[config.mk]
export PLATFORM = sky130hd
export DESIGN_NAME = cch_top
export DESIGN_NICKNAME = d
export VERILOG_FILES = /design/src/cch_pkg.sv /design/src/cch_top.sv
export VERILOG_INCLUDE_DIRS = /design/src /design/src/src
export SDC_FILE = /design/constraint.sdc
export NUM_CORES = 2
export LEC_CHECK = 0
export BUFFER_PORTS_ARGS = -buffer_cell sky130_fd_sc_hd__buf_2
export CORE_MARGIN = 3
export CORE_UTILIZATION = 40
export DETAILED_ROUTE_END_ITERATION = 10
export PLACE_DENSITY = 0.67
export SYNTH_ARGS = -nofsm -noshare
export SYNTH_HDL_FRONTEND = slang
export SYNTH_SLANG_ARGS = --single-unit
[constraint.sdc]
create_clock -name ref_clk -period 16.5 [get_ports ref_clk]
set_clock_uncertainty 0.15 [all_clocks]
set_input_delay 3.3 -clock ref_clk [delete_from_list [all_inputs] [get_ports ref_clk]]
set_output_delay 3.3 -clock ref_clk [all_outputs]
set_load 0.05 [all_outputs]
[src/cch_consts.svh]
// Constants for the counter compare and interrupt block
`ifndef CCH_CONSTS_SVH
`define CCH_CONSTS_SVH

// Register offsets
`define CCH_OFS_DIAG_FAULT    4'h0
`define CCH_OFS_DIAG_CLASS    4'h1
`define CCH_OFS_DIAG_SUPPLY   4'h2
`define CCH_OFS_EV_IN_LOW     4'h8
`define CCH_OFS_EV_IN_HIGH    4'h9
`define CCH_OFS_EV_CNT_01     4'ha
`define CCH_OFS_EV_CNT_23     4'hb

// Diagnostic byte 0 fields
`define CCH_D0_MOD_FAIL       0
`define CCH_D0_EXT_ERR        2
`define CCH_D0_CHAN_ERR       3
`define CCH_D0_AUX_MISS       4
// Diagnostic byte 1 and 2 fields
`define CCH_D1_CHAN_INFO      4
`define CCH_D2_INT_SUPPLY     4
`define CCH_CLASS_ANALOG      4'h5
`define CCH_CLASS_DIGITAL     4'hf

// Counter event nibble fields
`define CCH_EV_GATE_OPEN      0
`define CCH_EV_GATE_CLOSE     1
`define CCH_EV_OVF            2
`define CCH_EV_CMP            3
`define CCH_EV_CNT_BASE       16

// Hysteresis widths of this value or below disable the window
`define CCH_HYST_OFF_MAX      8'h01

// Pulse timing
`define CCH_CLK_NS            50
`define CCH_PULSE_STEP_NS     2048000
`define CCH_PULSE_STEP_CYC    (`CCH_PULSE_STEP_NS / `CCH_CLK_NS)
`define CCH_PULSE_MAX_MS      522.24

// Lost-event queue
`define CCH_QDEPTH            8
`define CCH_QPTR_W            4

// Reset values
`define CCH_RST_BYTE          8'h00
`define CCH_RST_EVENTS        32'h0000_0000

`endif

[src/cch_pkg.sv]
// Types for the counter compare and interrupt block
package cch_pkg;

    typedef enum logic [1:0] {
        CCH_MODE_NEVER,
        CCH_MODE_GE,
        CCH_MODE_LE,
        CCH_MODE_PULSE
    } cch_mode_e;

    typedef enum logic [1:0] {
        CCH_ST_IDLE,
        CCH_ST_PROC,
        CCH_ST_DIAG
    } cch_irq_st_e;

    // Inputs from one counter core
    typedef struct packed {
        logic [31:0] value;
        logic        up;
        logic [31:0] cmp;
        logic [7:0]  hyst;
        cch_mode_e   mode;
        logic [7:0]  dur;
        logic        gate;
        logic        ovf;
    } cch_core_s;

    // Compare stage state of one counter
    typedef struct packed {
        logic        act;
        logic        out;
        logic        dir;
        logic        eq;
        logic        reach;
        logic [31:0] center;
        logic [7:0]  width;
        logic [7:0]  ptim;
    } cch_cmp_s;

    // Static diagnostic inputs
    typedef struct packed {
        logic mod_fail;
        logic ext_err;
        logic aux_miss;
        logic int_supply;
        logic analog;
    } cch_diag_s;

endpackage

[src/cch_top.sv]
// Counter compare stage with hysteresis and process/diagnostic interrupt sequencing
// Summary of operation
// - Hysteresis width programmable 0 to 255
// - Width 0 or 1 disables hysteresis
// - Width change applies at next compare hit
// - Active hysteresis holds result inside window
// - New window only on next compare hit
// - At-or-above: leaving window while above keeps output
// - At-or-above: no re-assert while window active
// - Zero pulse: set on equality, clear leaving window
// - Pulse: emit pulse, open window, store direction
// - Pulse: no further pulse inside window
// - Pulse: opposite exit gives pulse, closes window
// - Pulse: same-direction exit closes window silently
// - Selectable triggers: inputs, gate, overflow, compare
// - Input edges in two event bytes
// - Counter event nibbles, two counters per byte
// - One global diagnostic interrupt enable
// - Recurring event raises pre-empting diagnostic interrupt
// - Queued diagnostics first, then queued process
// - Drop channel events until going diagnostic
// - Fault indicator on while diagnostics outstanding; log each
// - Diagnostic byte 0 fault bit layout
// - Diagnostic byte 1 class, byte 2 supply
// - Pulse length in 2.048 ms steps
`timescale 1ns/1ps
`include "cch_consts.svh"
module cch_top #(
    parameter int unsigned PULSE_STEP_CYC = `CCH_PULSE_STEP_CYC
) (
    input  wire logic                      ref_clk,
    input  wire logic                      rst,
    input  wire cch_pkg::cch_core_s [3:0]  core_in,
    input  wire logic [15:0]               in_pins,
    input  wire logic [3:0]                trig_en,
    input  wire logic                      diag_en,
    input  wire cch_pkg::cch_diag_s        diag_in,
    input  wire logic                      proc_done,
    input  wire logic                      diag_done,
    input  wire logic                      rd_en,
    input  wire logic [3:0]                rd_addr,
    output logic [3:0]                     cmp_out,
    output logic                           process_irq_handler,
    output logic                           diag_irq_handler,
    output logic                           diag_going,
    output logic [4:0]                     diag_chan,
    output logic                           diag_log,
    output logic                           system_fault_indicator,
    output logic [7:0]                     rd_data
);

    // Lowest set bit of an event vector
    function automatic logic [4:0] first_bit(input logic [31:0] v);
        logic [4:0] r;
        r = 5'd0;
        for (int i = 31; i >= 0; i--) begin
            if (v[i]) begin
                r = 5'(i);
            end
        end
        return r;
    endfunction

    // One step of a compare stage
    function automatic cch_pkg::cch_cmp_s cmp_step(input cch_pkg::cch_cmp_s s,
                                                   input cch_pkg::cch_core_s c,
                                                   input logic tick);
        cch_pkg::cch_cmp_s n;
        logic signed [32:0] d;
        logic [32:0]        mag;
        logic               hen;
        logic               eq;
        logic               raw;
        logic               leave;
        n = s;
        n.reach = 1'b0;
        eq = (c.value == c.cmp);
        hen = (c.hyst > `CCH_HYST_OFF_MAX);
        if (c.mode == cch_pkg::CCH_MODE_GE) begin
            raw = ($signed(c.value) >= $signed(c.cmp));
        end else if (c.mode == cch_pkg::CCH_MODE_LE) begin
            raw = ($signed(c.value) <= $signed(c.cmp));
        end else begin
            raw = eq;
        end
        d = $signed({c.value[31], c.value}) - $signed({s.center[31], s.center});
        mag = d[32] ? 33'(-d) : 33'(d);
        leave = s.act && (mag >= {25'h000_0000, s.width});
        n.eq = eq;
        if (s.ptim != 8'h00 && tick) begin
            n.ptim = s.ptim - 8'h01;
        end
        case (c.mode)
            cch_pkg::CCH_MODE_GE, cch_pkg::CCH_MODE_LE: begin
                if (s.act) begin
                    // hold inside, follow raw on exit
                    if (leave) begin
                        n.act = 1'b0;
                        n.out = raw;
                    end
                end else begin
                    n.out = raw;
                    // window opens only on a new hit
                    if (raw && !s.out) begin
                        n.reach = 1'b1;
                        n.act = hen;
                        n.center = c.cmp;
                        n.width = c.hyst;
                    end
                end
            end
            cch_pkg::CCH_MODE_PULSE: begin
                if (c.dur == 8'h00) begin
                    if (s.act) begin
                        if (leave) begin
                            n.act = 1'b0;
                            n.out = 1'b0;
                        end
                    end else begin
                        n.out = eq;
                        if (eq) begin
                            n.reach = !s.out;
                            n.act = hen;
                            n.center = c.cmp;
                            n.width = c.hyst;
                        end
                    end
                end else begin
                    if (s.act) begin
                        if (leave) begin
                            n.act = 1'b0;
                            if (c.up != s.dir && n.ptim == 8'h00) begin
                                n.ptim = c.dur;
                            end
                        end
                    end else if (eq && (hen || !s.eq)) begin
                        n.reach = 1'b1;
                        n.act = hen;
                        n.dir = c.up;
                        n.center = c.cmp;
                        n.width = c.hyst;
                        if (n.ptim == 8'h00) begin
                            n.ptim = c.dur;
                        end
                    end
                    n.out = (n.ptim != 8'h00);
                end
            end
            default: begin
                n.act = 1'b0;
                n.out = 1'b0;
            end
        endcase
        return n;
    endfunction

    // Compare stage and pulse prescaler
    cch_pkg::cch_cmp_s cst_q [4];
    logic [31:0]       pre_q;
    logic              tick_w;
    logic [15:0]       in_prev_q;
    logic [3:0]        gate_prev_q;

    assign tick_w = (pre_q == 32'(PULSE_STEP_CYC - 1));

    always_ff @(posedge ref_clk or posedge rst) begin
        if (rst) begin
            pre_q <= 32'h0000_0000;
        end else begin
            pre_q <= tick_w ? 32'h0000_0000 : pre_q + 32'h0000_0001;
        end
    end

    // width held per counter from core input
    always_ff @(posedge ref_clk or posedge rst) begin
        if (rst) begin
            for (int k = 0; k < 4; k++) begin
                cst_q[k] <= '0;
            end
        end else begin
            for (int k = 0; k < 4; k++) begin
                cst_q[k] <= cmp_step(cst_q[k], core_in[k], tick_w);
            end
        end
    end

    always_ff @(posedge ref_clk or posedge rst) begin
        if (rst) begin
            in_prev_q <= 16'h0000;
            gate_prev_q <= 4'h0;
        end else begin
            in_prev_q <= in_pins;
            for (int k = 0; k < 4; k++) begin
                gate_prev_q[k] <= core_in[k].gate;
            end
        end
    end

    always_comb begin
        for (int k = 0; k < 4; k++) begin
            cmp_out[k] = cst_q[k].out;
        end
    end

    // Event vector assembly
    logic [31:0] ev_w;

    always_comb begin
        ev_w = `CCH_RST_EVENTS;
        ev_w[15:0] = (in_pins ^ in_prev_q) & {16{trig_en[0]}};
        for (int k = 0; k < 4; k++) begin
            ev_w[`CCH_EV_CNT_BASE + 4 * k + `CCH_EV_GATE_OPEN] = core_in[k].gate & ~gate_prev_q[k] & trig_en[1];
            ev_w[`CCH_EV_CNT_BASE + 4 * k + `CCH_EV_GATE_CLOSE] = ~core_in[k].gate & gate_prev_q[k] & trig_en[1];
            ev_w[`CCH_EV_CNT_BASE + 4 * k + `CCH_EV_OVF] = core_in[k].ovf & trig_en[2];
            ev_w[`CCH_EV_CNT_BASE + 4 * k + `CCH_EV_CMP] = cst_q[k].reach & trig_en[3];
        end
    end

    // Interrupt sequencing state
    cch_pkg::cch_irq_st_e st_q;
    logic [31:0]          pend_q;
    logic [31:0]          svc_q;
    logic [31:0]          lost_q;
    logic [31:0]          go_q;
    logic                 ret_q;
    logic [4:0]           fifo_q [`CCH_QDEPTH];
    logic [`CCH_QPTR_W-1:0] wp_q;
    logic [`CCH_QPTR_W-1:0] rp_q;

    logic        busy_w;
    logic [31:0] lost_new_w;
    logic [31:0] accept_w;
    logic        q_empty_w;
    logic        q_full_w;
    logic        push_w;
    logic        pop_w;
    logic [4:0]  go_idx_w;
    logic        diag_ready_w;

    assign busy_w = (st_q != cch_pkg::CCH_ST_IDLE);
    assign lost_new_w = ev_w & svc_q & ~lost_q & {32{busy_w}};
    // drop events of a channel in diagnostic
    assign accept_w = ev_w & ~lost_q & ~lost_new_w;
    assign q_empty_w = (wp_q == rp_q);
    assign q_full_w = (wp_q[`CCH_QPTR_W-1] != rp_q[`CCH_QPTR_W-1])
                      && (wp_q[`CCH_QPTR_W-2:0] == rp_q[`CCH_QPTR_W-2:0]);
    assign push_w = (lost_new_w != 32'h0000_0000) && diag_en && !q_full_w;
    assign diag_ready_w = !q_empty_w && diag_en;
    assign pop_w = diag_ready_w && (st_q != cch_pkg::CCH_ST_DIAG);
    assign go_idx_w = first_bit(go_q);

    always_ff @(posedge ref_clk or posedge rst) begin
        if (rst) begin
            wp_q <= '0;
            for (int i = 0; i < `CCH_QDEPTH; i++) begin
                fifo_q[i] <= 5'd0;
            end
        end else if (push_w) begin
            fifo_q[wp_q[`CCH_QPTR_W-2:0]] <= first_bit(lost_new_w);
            wp_q <= wp_q + 1'b1;
        end
    end

    always_ff @(posedge ref_clk or posedge rst) begin
        if (rst) begin
            st_q <= cch_pkg::CCH_ST_IDLE;
            pend_q <= `CCH_RST_EVENTS;
            svc_q <= `CCH_RST_EVENTS;
            lost_q <= `CCH_RST_EVENTS;
            go_q <= `CCH_RST_EVENTS;
            ret_q <= 1'b0;
            rp_q <= '0;
            process_irq_handler <= 1'b0;
            diag_irq_handler <= 1'b0;
            diag_going <= 1'b0;
            diag_chan <= 5'd0;
            diag_log <= 1'b0;
        end else begin
            diag_log <= 1'b0;
            pend_q <= pend_q | accept_w;
            lost_q <= lost_q | lost_new_w;
            if (pop_w) begin
                rp_q <= rp_q + 1'b1;
            end
            case (st_q)
                cch_pkg::CCH_ST_IDLE: begin
                    if (diag_ready_w) begin
                        st_q <= cch_pkg::CCH_ST_DIAG;
                        ret_q <= 1'b0;
                        diag_irq_handler <= 1'b1;
                        diag_going <= 1'b0;
                        diag_chan <= fifo_q[rp_q[`CCH_QPTR_W-2:0]];
                        diag_log <= 1'b1;
                    end else if (go_q != 32'h0000_0000 && diag_en) begin
                        st_q <= cch_pkg::CCH_ST_DIAG;
                        ret_q <= 1'b0;
                        diag_irq_handler <= 1'b1;
                        diag_going <= 1'b1;
                        diag_chan <= go_idx_w;
                        diag_log <= 1'b1;
                    end else if (pend_q != 32'h0000_0000) begin
                        st_q <= cch_pkg::CCH_ST_PROC;
                        svc_q <= pend_q;
                        pend_q <= accept_w;
                        process_irq_handler <= 1'b1;
                    end
                end
                cch_pkg::CCH_ST_PROC: begin
                    if (diag_ready_w) begin
                        st_q <= cch_pkg::CCH_ST_DIAG;
                        ret_q <= 1'b1;
                        process_irq_handler <= 1'b0;
                        diag_irq_handler <= 1'b1;
                        diag_going <= 1'b0;
                        diag_chan <= fifo_q[rp_q[`CCH_QPTR_W-2:0]];
                        diag_log <= 1'b1;
                    end else if (proc_done) begin
                        st_q <= cch_pkg::CCH_ST_IDLE;
                        svc_q <= `CCH_RST_EVENTS;
                        process_irq_handler <= 1'b0;
                        // going once the process is ready
                        if (diag_en) begin
                            go_q <= go_q | (svc_q & (lost_q | lost_new_w));
                        end else begin
                            lost_q <= (lost_q | lost_new_w) & ~svc_q;
                        end
                    end
                end
                cch_pkg::CCH_ST_DIAG: begin
                    if (diag_done) begin
                        diag_irq_handler <= 1'b0;
                        if (diag_going) begin
                            lost_q[diag_chan] <= 1'b0;
                            go_q[diag_chan] <= 1'b0;
                        end
                        if (ret_q) begin
                            st_q <= cch_pkg::CCH_ST_PROC;
                            process_irq_handler <= 1'b1;
                        end else begin
                            st_q <= cch_pkg::CCH_ST_IDLE;
                        end
                    end
                end
                default: begin
                    st_q <= cch_pkg::CCH_ST_IDLE;
                end
            endcase
        end
    end

    // fault indicator while channels are lost
    always_ff @(posedge ref_clk or posedge rst) begin
        if (rst) begin
            system_fault_indicator <= 1'b0;
        end else begin
            system_fault_indicator <= ((lost_q | lost_new_w) != 32'h0000_0000);
        end
    end

    // Record read decode
    logic       chan_err_w;
    logic [7:0] d0_w;
    logic [7:0] d1_w;
    logic [7:0] d2_w;
    logic [7:0] rd_mux_w;

    assign chan_err_w = (lost_q != 32'h0000_0000);
    assign d0_w = (8'(diag_in.mod_fail) << `CCH_D0_MOD_FAIL)
                | (8'(diag_in.ext_err) << `CCH_D0_EXT_ERR)
                | (8'(chan_err_w) << `CCH_D0_CHAN_ERR)
                | (8'(diag_in.aux_miss) << `CCH_D0_AUX_MISS);
    assign d1_w = {3'b000, chan_err_w, diag_in.analog ? `CCH_CLASS_ANALOG : `CCH_CLASS_DIGITAL};
    assign d2_w = 8'(diag_in.int_supply) << `CCH_D2_INT_SUPPLY;
    assign rd_mux_w = (rd_addr == `CCH_OFS_DIAG_FAULT)  ? d0_w :
                      (rd_addr == `CCH_OFS_DIAG_CLASS)  ? d1_w :
                      (rd_addr == `CCH_OFS_DIAG_SUPPLY) ? d2_w :
                      (rd_addr == `CCH_OFS_EV_IN_LOW)   ? svc_q[7:0] :
                      (rd_addr == `CCH_OFS_EV_IN_HIGH)  ? svc_q[15:8] :
                      (rd_addr == `CCH_OFS_EV_CNT_01)   ? svc_q[23:16] :
                      (rd_addr == `CCH_OFS_EV_CNT_23)   ? svc_q[31:24] : `CCH_RST_BYTE;

    always_ff @(posedge ref_clk or posedge rst) begin
        if (rst) begin
            rd_data <= `CCH_RST_BYTE;
        end else if (rd_en) begin
            rd_data <= rd_mux_w;
        end
    end

endmodule

# Word-level counts from Yosys, hierarchy flattened
# Cells that the tools add are included.
[word_totals]
input_bits = 375
output_inout_bits = 22
register_bits = 461
word_cells = 589
[classes]
n_reduce_logical = 95
muxes = 263
n_lt_le_gt_ge = 21
n_eq_ne = 74
add_sub_neg = 15
n_bitwise = 63
[op_table]
columns = ["op", "count"]
rows = [
  ["41-bit two-way mux", 24],
  ["32-bit two-way mux", 20],
  ["5-bit two-way mux", 71],
  ["8-bit two-way mux", 43],
  ["41-bit case mux with 2 select lines", 4],
  ["32-bit AND", 9],
  ["49-bit two-way mux", 4],
  ["32-bit case mux with 2 select lines", 3],
  ["32-bit nonzero test", 5],
  ["33-bit by 8-bit greater-or-equal comparator with 1-bit output", 4],
  ["33-bit two-way mux", 4],
  ["33-bit negation", 4],
  ["32-bit by 32-bit subtractor with 33-bit output", 4],
  ["32-bit == test", 4],
  ["32-bit greater-or-equal comparator", 4],
  ["32-bit <= comparator", 4],
  ["32-bit NOT", 4],
  ["32-bit bitwise OR", 3],
  ["8-bit zero test", 8],
  ["8-bit nonzero test", 8],
  ["2-bit two-way mux", 26],
  ["1-bit two-way mux", 48],
  ["2-bit != test, second input constant", 23],
  ["3-bit != test, second input constant", 14],
  ["other kinds (49)", 186],
]

# Logic depth before layout (Yosys ltp)
[depth]
word_depth = 40
ltp_mapped = 28

# Worst setup path after synthesis
# OpenSTA, ideal clock, no wires.
[synth_path]
path_type = "in2reg"
from = "input port core_in[223] (netlist name)"
to = "register cst_q, in the netlist cmp_out[2]"
arrival_time_ps = 8442
stages = 28
slack_ps = 7777
required_ps = 16219
setup_ps = 131
n_path_buf = 2
cell_sequence = "inv_1 ha_1 fa_1 nand2b_1 a211oi_1 o21a_1 nor2_1 o21ai_1 a31o_2 clkbuf_1 clkbuf_1 nor2_1 a21oi_1 ha_1 nor2b_1 o21ai_0 nand2_1 a21o_1 a21oi_1 o21ai_0 a221oi_1 o2111ai_1 nor4_1 nand4_1 nor4_2 and3_1 mux2i_1 nand3_1"
[synth_between]
elab_chain_len = 12
elab_cells_between_ends = 25
[synth_rtl]
columns = ["element", "line_no", "rtl"]
rows = [
  ["from (decl)", "cch_top.sv:33", "input wire cch_pkg::cch_core_s [3:0] core_in,"],
  ["32-bit by 32-bit subtractor with 33-bit output", "cch_top.sv:86", "d = $signed({c.value[31], c.value}) - $signed({s.center[31], s.center});"],
  ["33-bit negation", "cch_top.sv:87", "mag = d[32] ? 33'(-d) : 33'(d);"],
  ["33-bit two-way mux", "cch_top.sv:87", ""],
  ["33-bit by 8-bit greater-or-equal comparator with 1-bit output", "cch_top.sv:88", "leave = s.act && (mag >= {25'h000_0000, s.width});"],
  ["1-bit logical AND", "cch_top.sv:88", ""],
  ["8-bit two-way mux", "cch_top.sv:130", "if (leave) begin"],
  ["8-bit two-way mux", "cch_top.sv:129", "if (s.act) begin"],
  ["8-bit two-way mux", "cch_top.sv:113", "if (c.dur == 8'h00) begin"],
  ["8-bit two-way mux", "cch_top.sv:93", "case (c.mode)"],
  ["8-bit nonzero test", "cch_top.sv:146", "n.out = (n.ptim != 8'h00);"],
  ["2-bit two-way mux", "cch_top.sv:113", ""],
  ["2-bit case mux with 2 select lines", "cch_top.sv:93", ""],
  ["to (signal, indexed assignment)", "cch_top.sv:182", "cst_q[k] <= cmp_step(cst_q[k], core_in[k], tick_w);"],
  ["to (decl)", "cch_top.sv:158", "cch_pkg::cch_cmp_s cst_q [4];"],
]
# Several ways; a longest one is shown, not always the timed one. The select of a mux whose other input is x is not followed.
# A chain may end at the register's enable or synchronous reset.

# Worst setup path in the final report
[layout_path]
from = "input port core_in[223] (netlist name)"
to = "register cst_q[57] (netlist name)"
[layout_between]
elab_chain_len = 11
elab_cells_between_ends = 14
[layout_rtl]
columns = ["element", "line_no"]
rows = [
  ["32-bit by 32-bit subtractor with 33-bit output", "cch_top.sv:86"],
  ["33-bit negation", "cch_top.sv:87"],
  ["33-bit two-way mux", "cch_top.sv:87"],
  ["33-bit by 8-bit greater-or-equal comparator with 1-bit output", "cch_top.sv:88"],
  ["1-bit logical AND", "cch_top.sv:88"],
  ["8-bit two-way mux", "cch_top.sv:130"],
  ["8-bit two-way mux (*)", "cch_top.sv:129"],
  ["8-bit two-way mux (*)", "cch_top.sv:113"],
  ["8-bit two-way mux (*)", "cch_top.sv:93"],
  ["8-bit two-way mux (*)", "cch_top.sv:113"],
  ["8-bit two-way mux (*)", "cch_top.sv:93"],
]
# Mark *: on every way between the ends. The rest lies on a longest branch, timed or not. The select of a mux whose other input is x is not followed.

==> results.md <==
- The mean post-synth cell area is 8.273 um^2.
- The number of global-route vias before repair is 36.99k.
- The synthesized netlist devotes 24.71% of its cell area to compound gates.
- The total global-route track usage is 23.59%.
- For this configuration, the core starts out at a cell density of 40.68%.
- The share of synthesized cell area in and, or, nand and nor gates is 21.74%.
- Entering global routing, the biggest net connects 150 pins.
- The first global-routing pass estimated 199.7 mm of wire.
- Dividing the detail-routed via count by the number of cells gives 5.901.
- After detailed routing, the total wire length is 125.0 mm.
- Port buffering added 396 buffers.
- The die boundary width is 321.0 um.
- Yosys mapped a number of flops with a built-in enable equal to 0.
- At the end of the flow the core is filled with cells to 46.07%.
- In this run the worst path has a maximum fanout of 17.
- The measured slew at the worst slew-check pin is 1209 ps.
- The smallest clock period supported by the final layout is computed as 8898 ps.
- The largest vdd supply drop is 0.00008089 V.
- The synthesis warning total is 0.
- In the final routed layout, each cell accounts on average for 19.41 um.
- The floorplan core area is 97,560 um^2.
- For the worst setup path, the data required time is 16,890 ps.
- The cell area that synthesis handed to floorplanning was 39,680 um^2.
- Of all flip-flops after synthesis, the portion carrying an async set or reset was 100.0%.
- The tree is rooted in a sky130_fd_sc_hd__clkbuf_16.
- The aggregate global routing overflow is 0.
- The die area is 103,000 um^2.
- The instance count of the mapped netlist is 4,797.
- The CTS buffer count is 57.
- The flow ran to the end, and the final reports show no timing, DRC or antenna violations.
- The initial antenna violation count was 22.
- For the worst-skew pair, the clock arrives at the later sink with an insertion delay of 690 ps.
- The remaining design rule violation count is 0.
- The synthesis-to-layout area growth is 13.26%.
- The final-report setup violation count is 0.
- The slowest stage of the critical path belongs to the cell sky130_fd_sc_hd__nor4_2.
- The post-synthesis net count is 5,498.
- The tightest slew margin relative to the limit is 18.63%.
- Power spread over the standard cell area amounts to 135.3 nW/um^2.
- The setup total negative slack is 0 ps.
- The first routing iteration left 2,854 violations.
- Based on the critical path, the design can be clocked at up to 112.4 MHz.
- The capturing element type of the critical path is a register.
- The TritonCTS sink count is 461.
- Max-cap violations in this run came to 0.
- During I/O placement, the number of pins put on the boundary was 397.
- The type of the tightest min-delay check is reg2reg.
- The number of gates resized after cts is 0.
- The number of pins with negative max-slew slack in the final report is 0.
- The largest family of logic cells by synthesized area is compound AO/OA/AOI/OAI gates.
- The worst stage delay on the critical path is 600 ps.
- The mux cell area share after synthesis is 4.260%.
- The remaining antenna violation count is 0.
- Summing the areas of all fa, ha and maj instances in the mapped netlist gives 10.35% of the synthesized area.
- The final net count is 5,799.
- Across all layers, the routed design uses 38.00k vias.
- The H-tree depth is 2.
- The layout cell share with drive strength beyond 1 is 13.59%.
- For the worst setup path, the data arrival time is 9280 ps.
- The distinct cell type count of the synthesized netlist is 113.
- The worst setup path is of the in2reg kind.
- Setup repair after global routing left no endpoint under its margin.
- The final number of hold-violating endpoints came to 0.
- The number of buffers inserted by post-CTS setup repair is 0.
- The register bit count reported by yosys is 461.
- TritonCTS built the clock tree.
- The predominant post-synthesis flop cell is sky130_fd_sc_hd__dfrtp_1.
- Summed over all cells, the static leakage comes to 20.28 nW.
- The category of the worst setup path launch point is an input port.
- The share of synthesized area occupied by flip-flops and latches is 29.07%.
- The number of hold buffers added after CTS was 0.
- Clock-pin slew was measured on the worst setup and hold paths at 60 ps.
- The height of the chip is 321.0 um.
- For this run, the detailed router's first-pass iteration total came to 8.
- The half-perimeter wire length after detailed placement is 96.52 mm.
- The final-layout worst hold slack is 320.2 ps.
- Of the total synthesized cell area, the portion taken by XOR and XNOR cells is 3.995%.
- The share of the clock period used by the worst path after layout is 53.93%.
- The floorplan row count is 114.
- Routability-driven placement finished with a final weighted congestion of 0.9539.
- The maximum number of buffers from clock root to sink is 3.
## power breakdown
group | internal (mW) | switching [mW]
Combinational | 1.15 | 1.81
Sequential | 1.40 | 0.309
Clock | 0.832 | 0.577
Total | 3.38 | 2.70
## synth_stat cells (93+ instances only)
cell	number	area (um^2)
sky130_fd_sc_hd__a21o_1	113	848.3
sky130_fd_sc_hd__a21oi_1	297	1486
sky130_fd_sc_hd__a22o_1	143	1252
sky130_fd_sc_hd__a31oi_1	109	681.9
sky130_fd_sc_hd__clkbuf_1	150	563.0
sky130_fd_sc_hd__dfrtp_1	461	11540
sky130_fd_sc_hd__ha_1	322	4029
sky130_fd_sc_hd__inv_1	423	1588
sky130_fd_sc_hd__nand2_1	364	1366
sky130_fd_sc_hd__nand2b_1	110	688.2
sky130_fd_sc_hd__nand3_1	117	585.6
sky130_fd_sc_hd__nand4_1	105	656.9
sky130_fd_sc_hd__nor2_1	293	1100
sky130_fd_sc_hd__nor2b_1	93	581.8
sky130_fd_sc_hd__nor3_1	103	515.5
sky130_fd_sc_hd__o21ai_0	323	1617
sky130_fd_sc_hd__xnor2_1	118	1033
## sequential cells by signal, summed over array words and instances, names as in the netlist, 2 cells and up
register and cells:
cmp_out 4, cst_q 208, diag_chan 5, fifo_q 40
gate_prev_q 4, go_q 32, in_prev_q 16, lost_q 32
pend_q 32, pre_q 32, rd_data 8, rp_q 4
st_q 2, svc_q 32, wp_q 4
## final cells by class
class	count	area (um^2)
clock buffers	68	1538
well taps	1276	1597
inverters	423	1595
diodes	19	47.55
repair buffers	421	2182
flip-flops and latches	461	11540
clock inverters	38	571.8
multi-input cells	3734	25880
fillers	9676	52620
## per-stage QoR
| step | instance area, um^2 | std cells | power [mW] | setup WS [ps] |
|---|---|---|---|---|
| after CTS | 44900 | 6421 | 6.076 | 7694 |
| final | 44950 | 6440 | 6.083 | 7602 |
| after detailed placement | 42790 | 6315 | 4.631 | 6965 |
| after global routing | 44930 | 6432 | 6.515 | 7035 |
| after global placement | 42790 | 6315 | 4.586 | 7059 |
| after floorplan | 39680 | 4797 | 3.797 | 196.1 |
## critical path: cells and delay by family
family	cells	cell delay, ps
AO/OA/AOI/OAI	13	3040
buffers and inverters	2	120
adder cells (fa/ha/maj)	3	890
AND/OR/NAND/NOR	9	1920
## layout by cell type (no fill, tap or decap), drive strengths merged, types with 61 or more instances in the layout
master / synthesis / layout
a21o: 115 / 115
a21oi: 299 / 299
a22o: 143 / 143
a31oi: 109 / 109
buf: 25 / 421
clkbuf: 154 / 68
dfrtp: 461 / 461
ha: 322 / 322
inv: 423 / 427
mux2: 61 / 61
mux2i: 62 / 62
nand2: 364 / 364
nand2b: 110 / 110
nand3: 117 / 117
nand4: 105 / 105
nor2: 294 / 294
nor2b: 93 / 93
nor3: 106 / 106
nor4: 74 / 74
o21ai: 355 / 355
o31ai: 66 / 66
xnor2: 118 / 118
xor2: 63 / 63
## cells by family (layout without fill, tap and decap cells)
kind of cell / after synthesis / in the layout
AND/OR/NAND/NOR: 1615 / 1615
adder cells (fa/ha/maj): 326 / 326
XOR/XNOR: 181 / 181
other: 0 / 19
flip-flops: 461 / 461
buffers and inverters: 602 / 950
multiplexers: 140 / 140
AO/OA/AOI/OAI: 1472 / 1472
## routing by layer
layer / share of wire, % / up-vias / track usage (%)
met5: 0.011 / - / 0
met4: 4.3 / 4 / 10.20
met3: 5.9 / 282 / 3.196
met2: 47 / 1232 / 39.51
met1: 43 / 18190 / 30.50
li1: - / 18290 / -
## worst paths after layout
path	start	to	slack (ps)	depth (start not counted)
worst max-delay path	core_in[223]	cst_q[57]	7600	27
worst min-delay path	pre_q[31]	pre_q[31]	320	1
worst max register to register	cst_q[69]	cst_q[57]	9970	25
worst min register to register	pre_q[31]	pre_q[31]	320	1
max in group asynchronous	rst	pre_q[29]	10750	5
min in group asynchronous	rst	cst_q[36]	2660	2
Power figures use the tool's default switching activity.
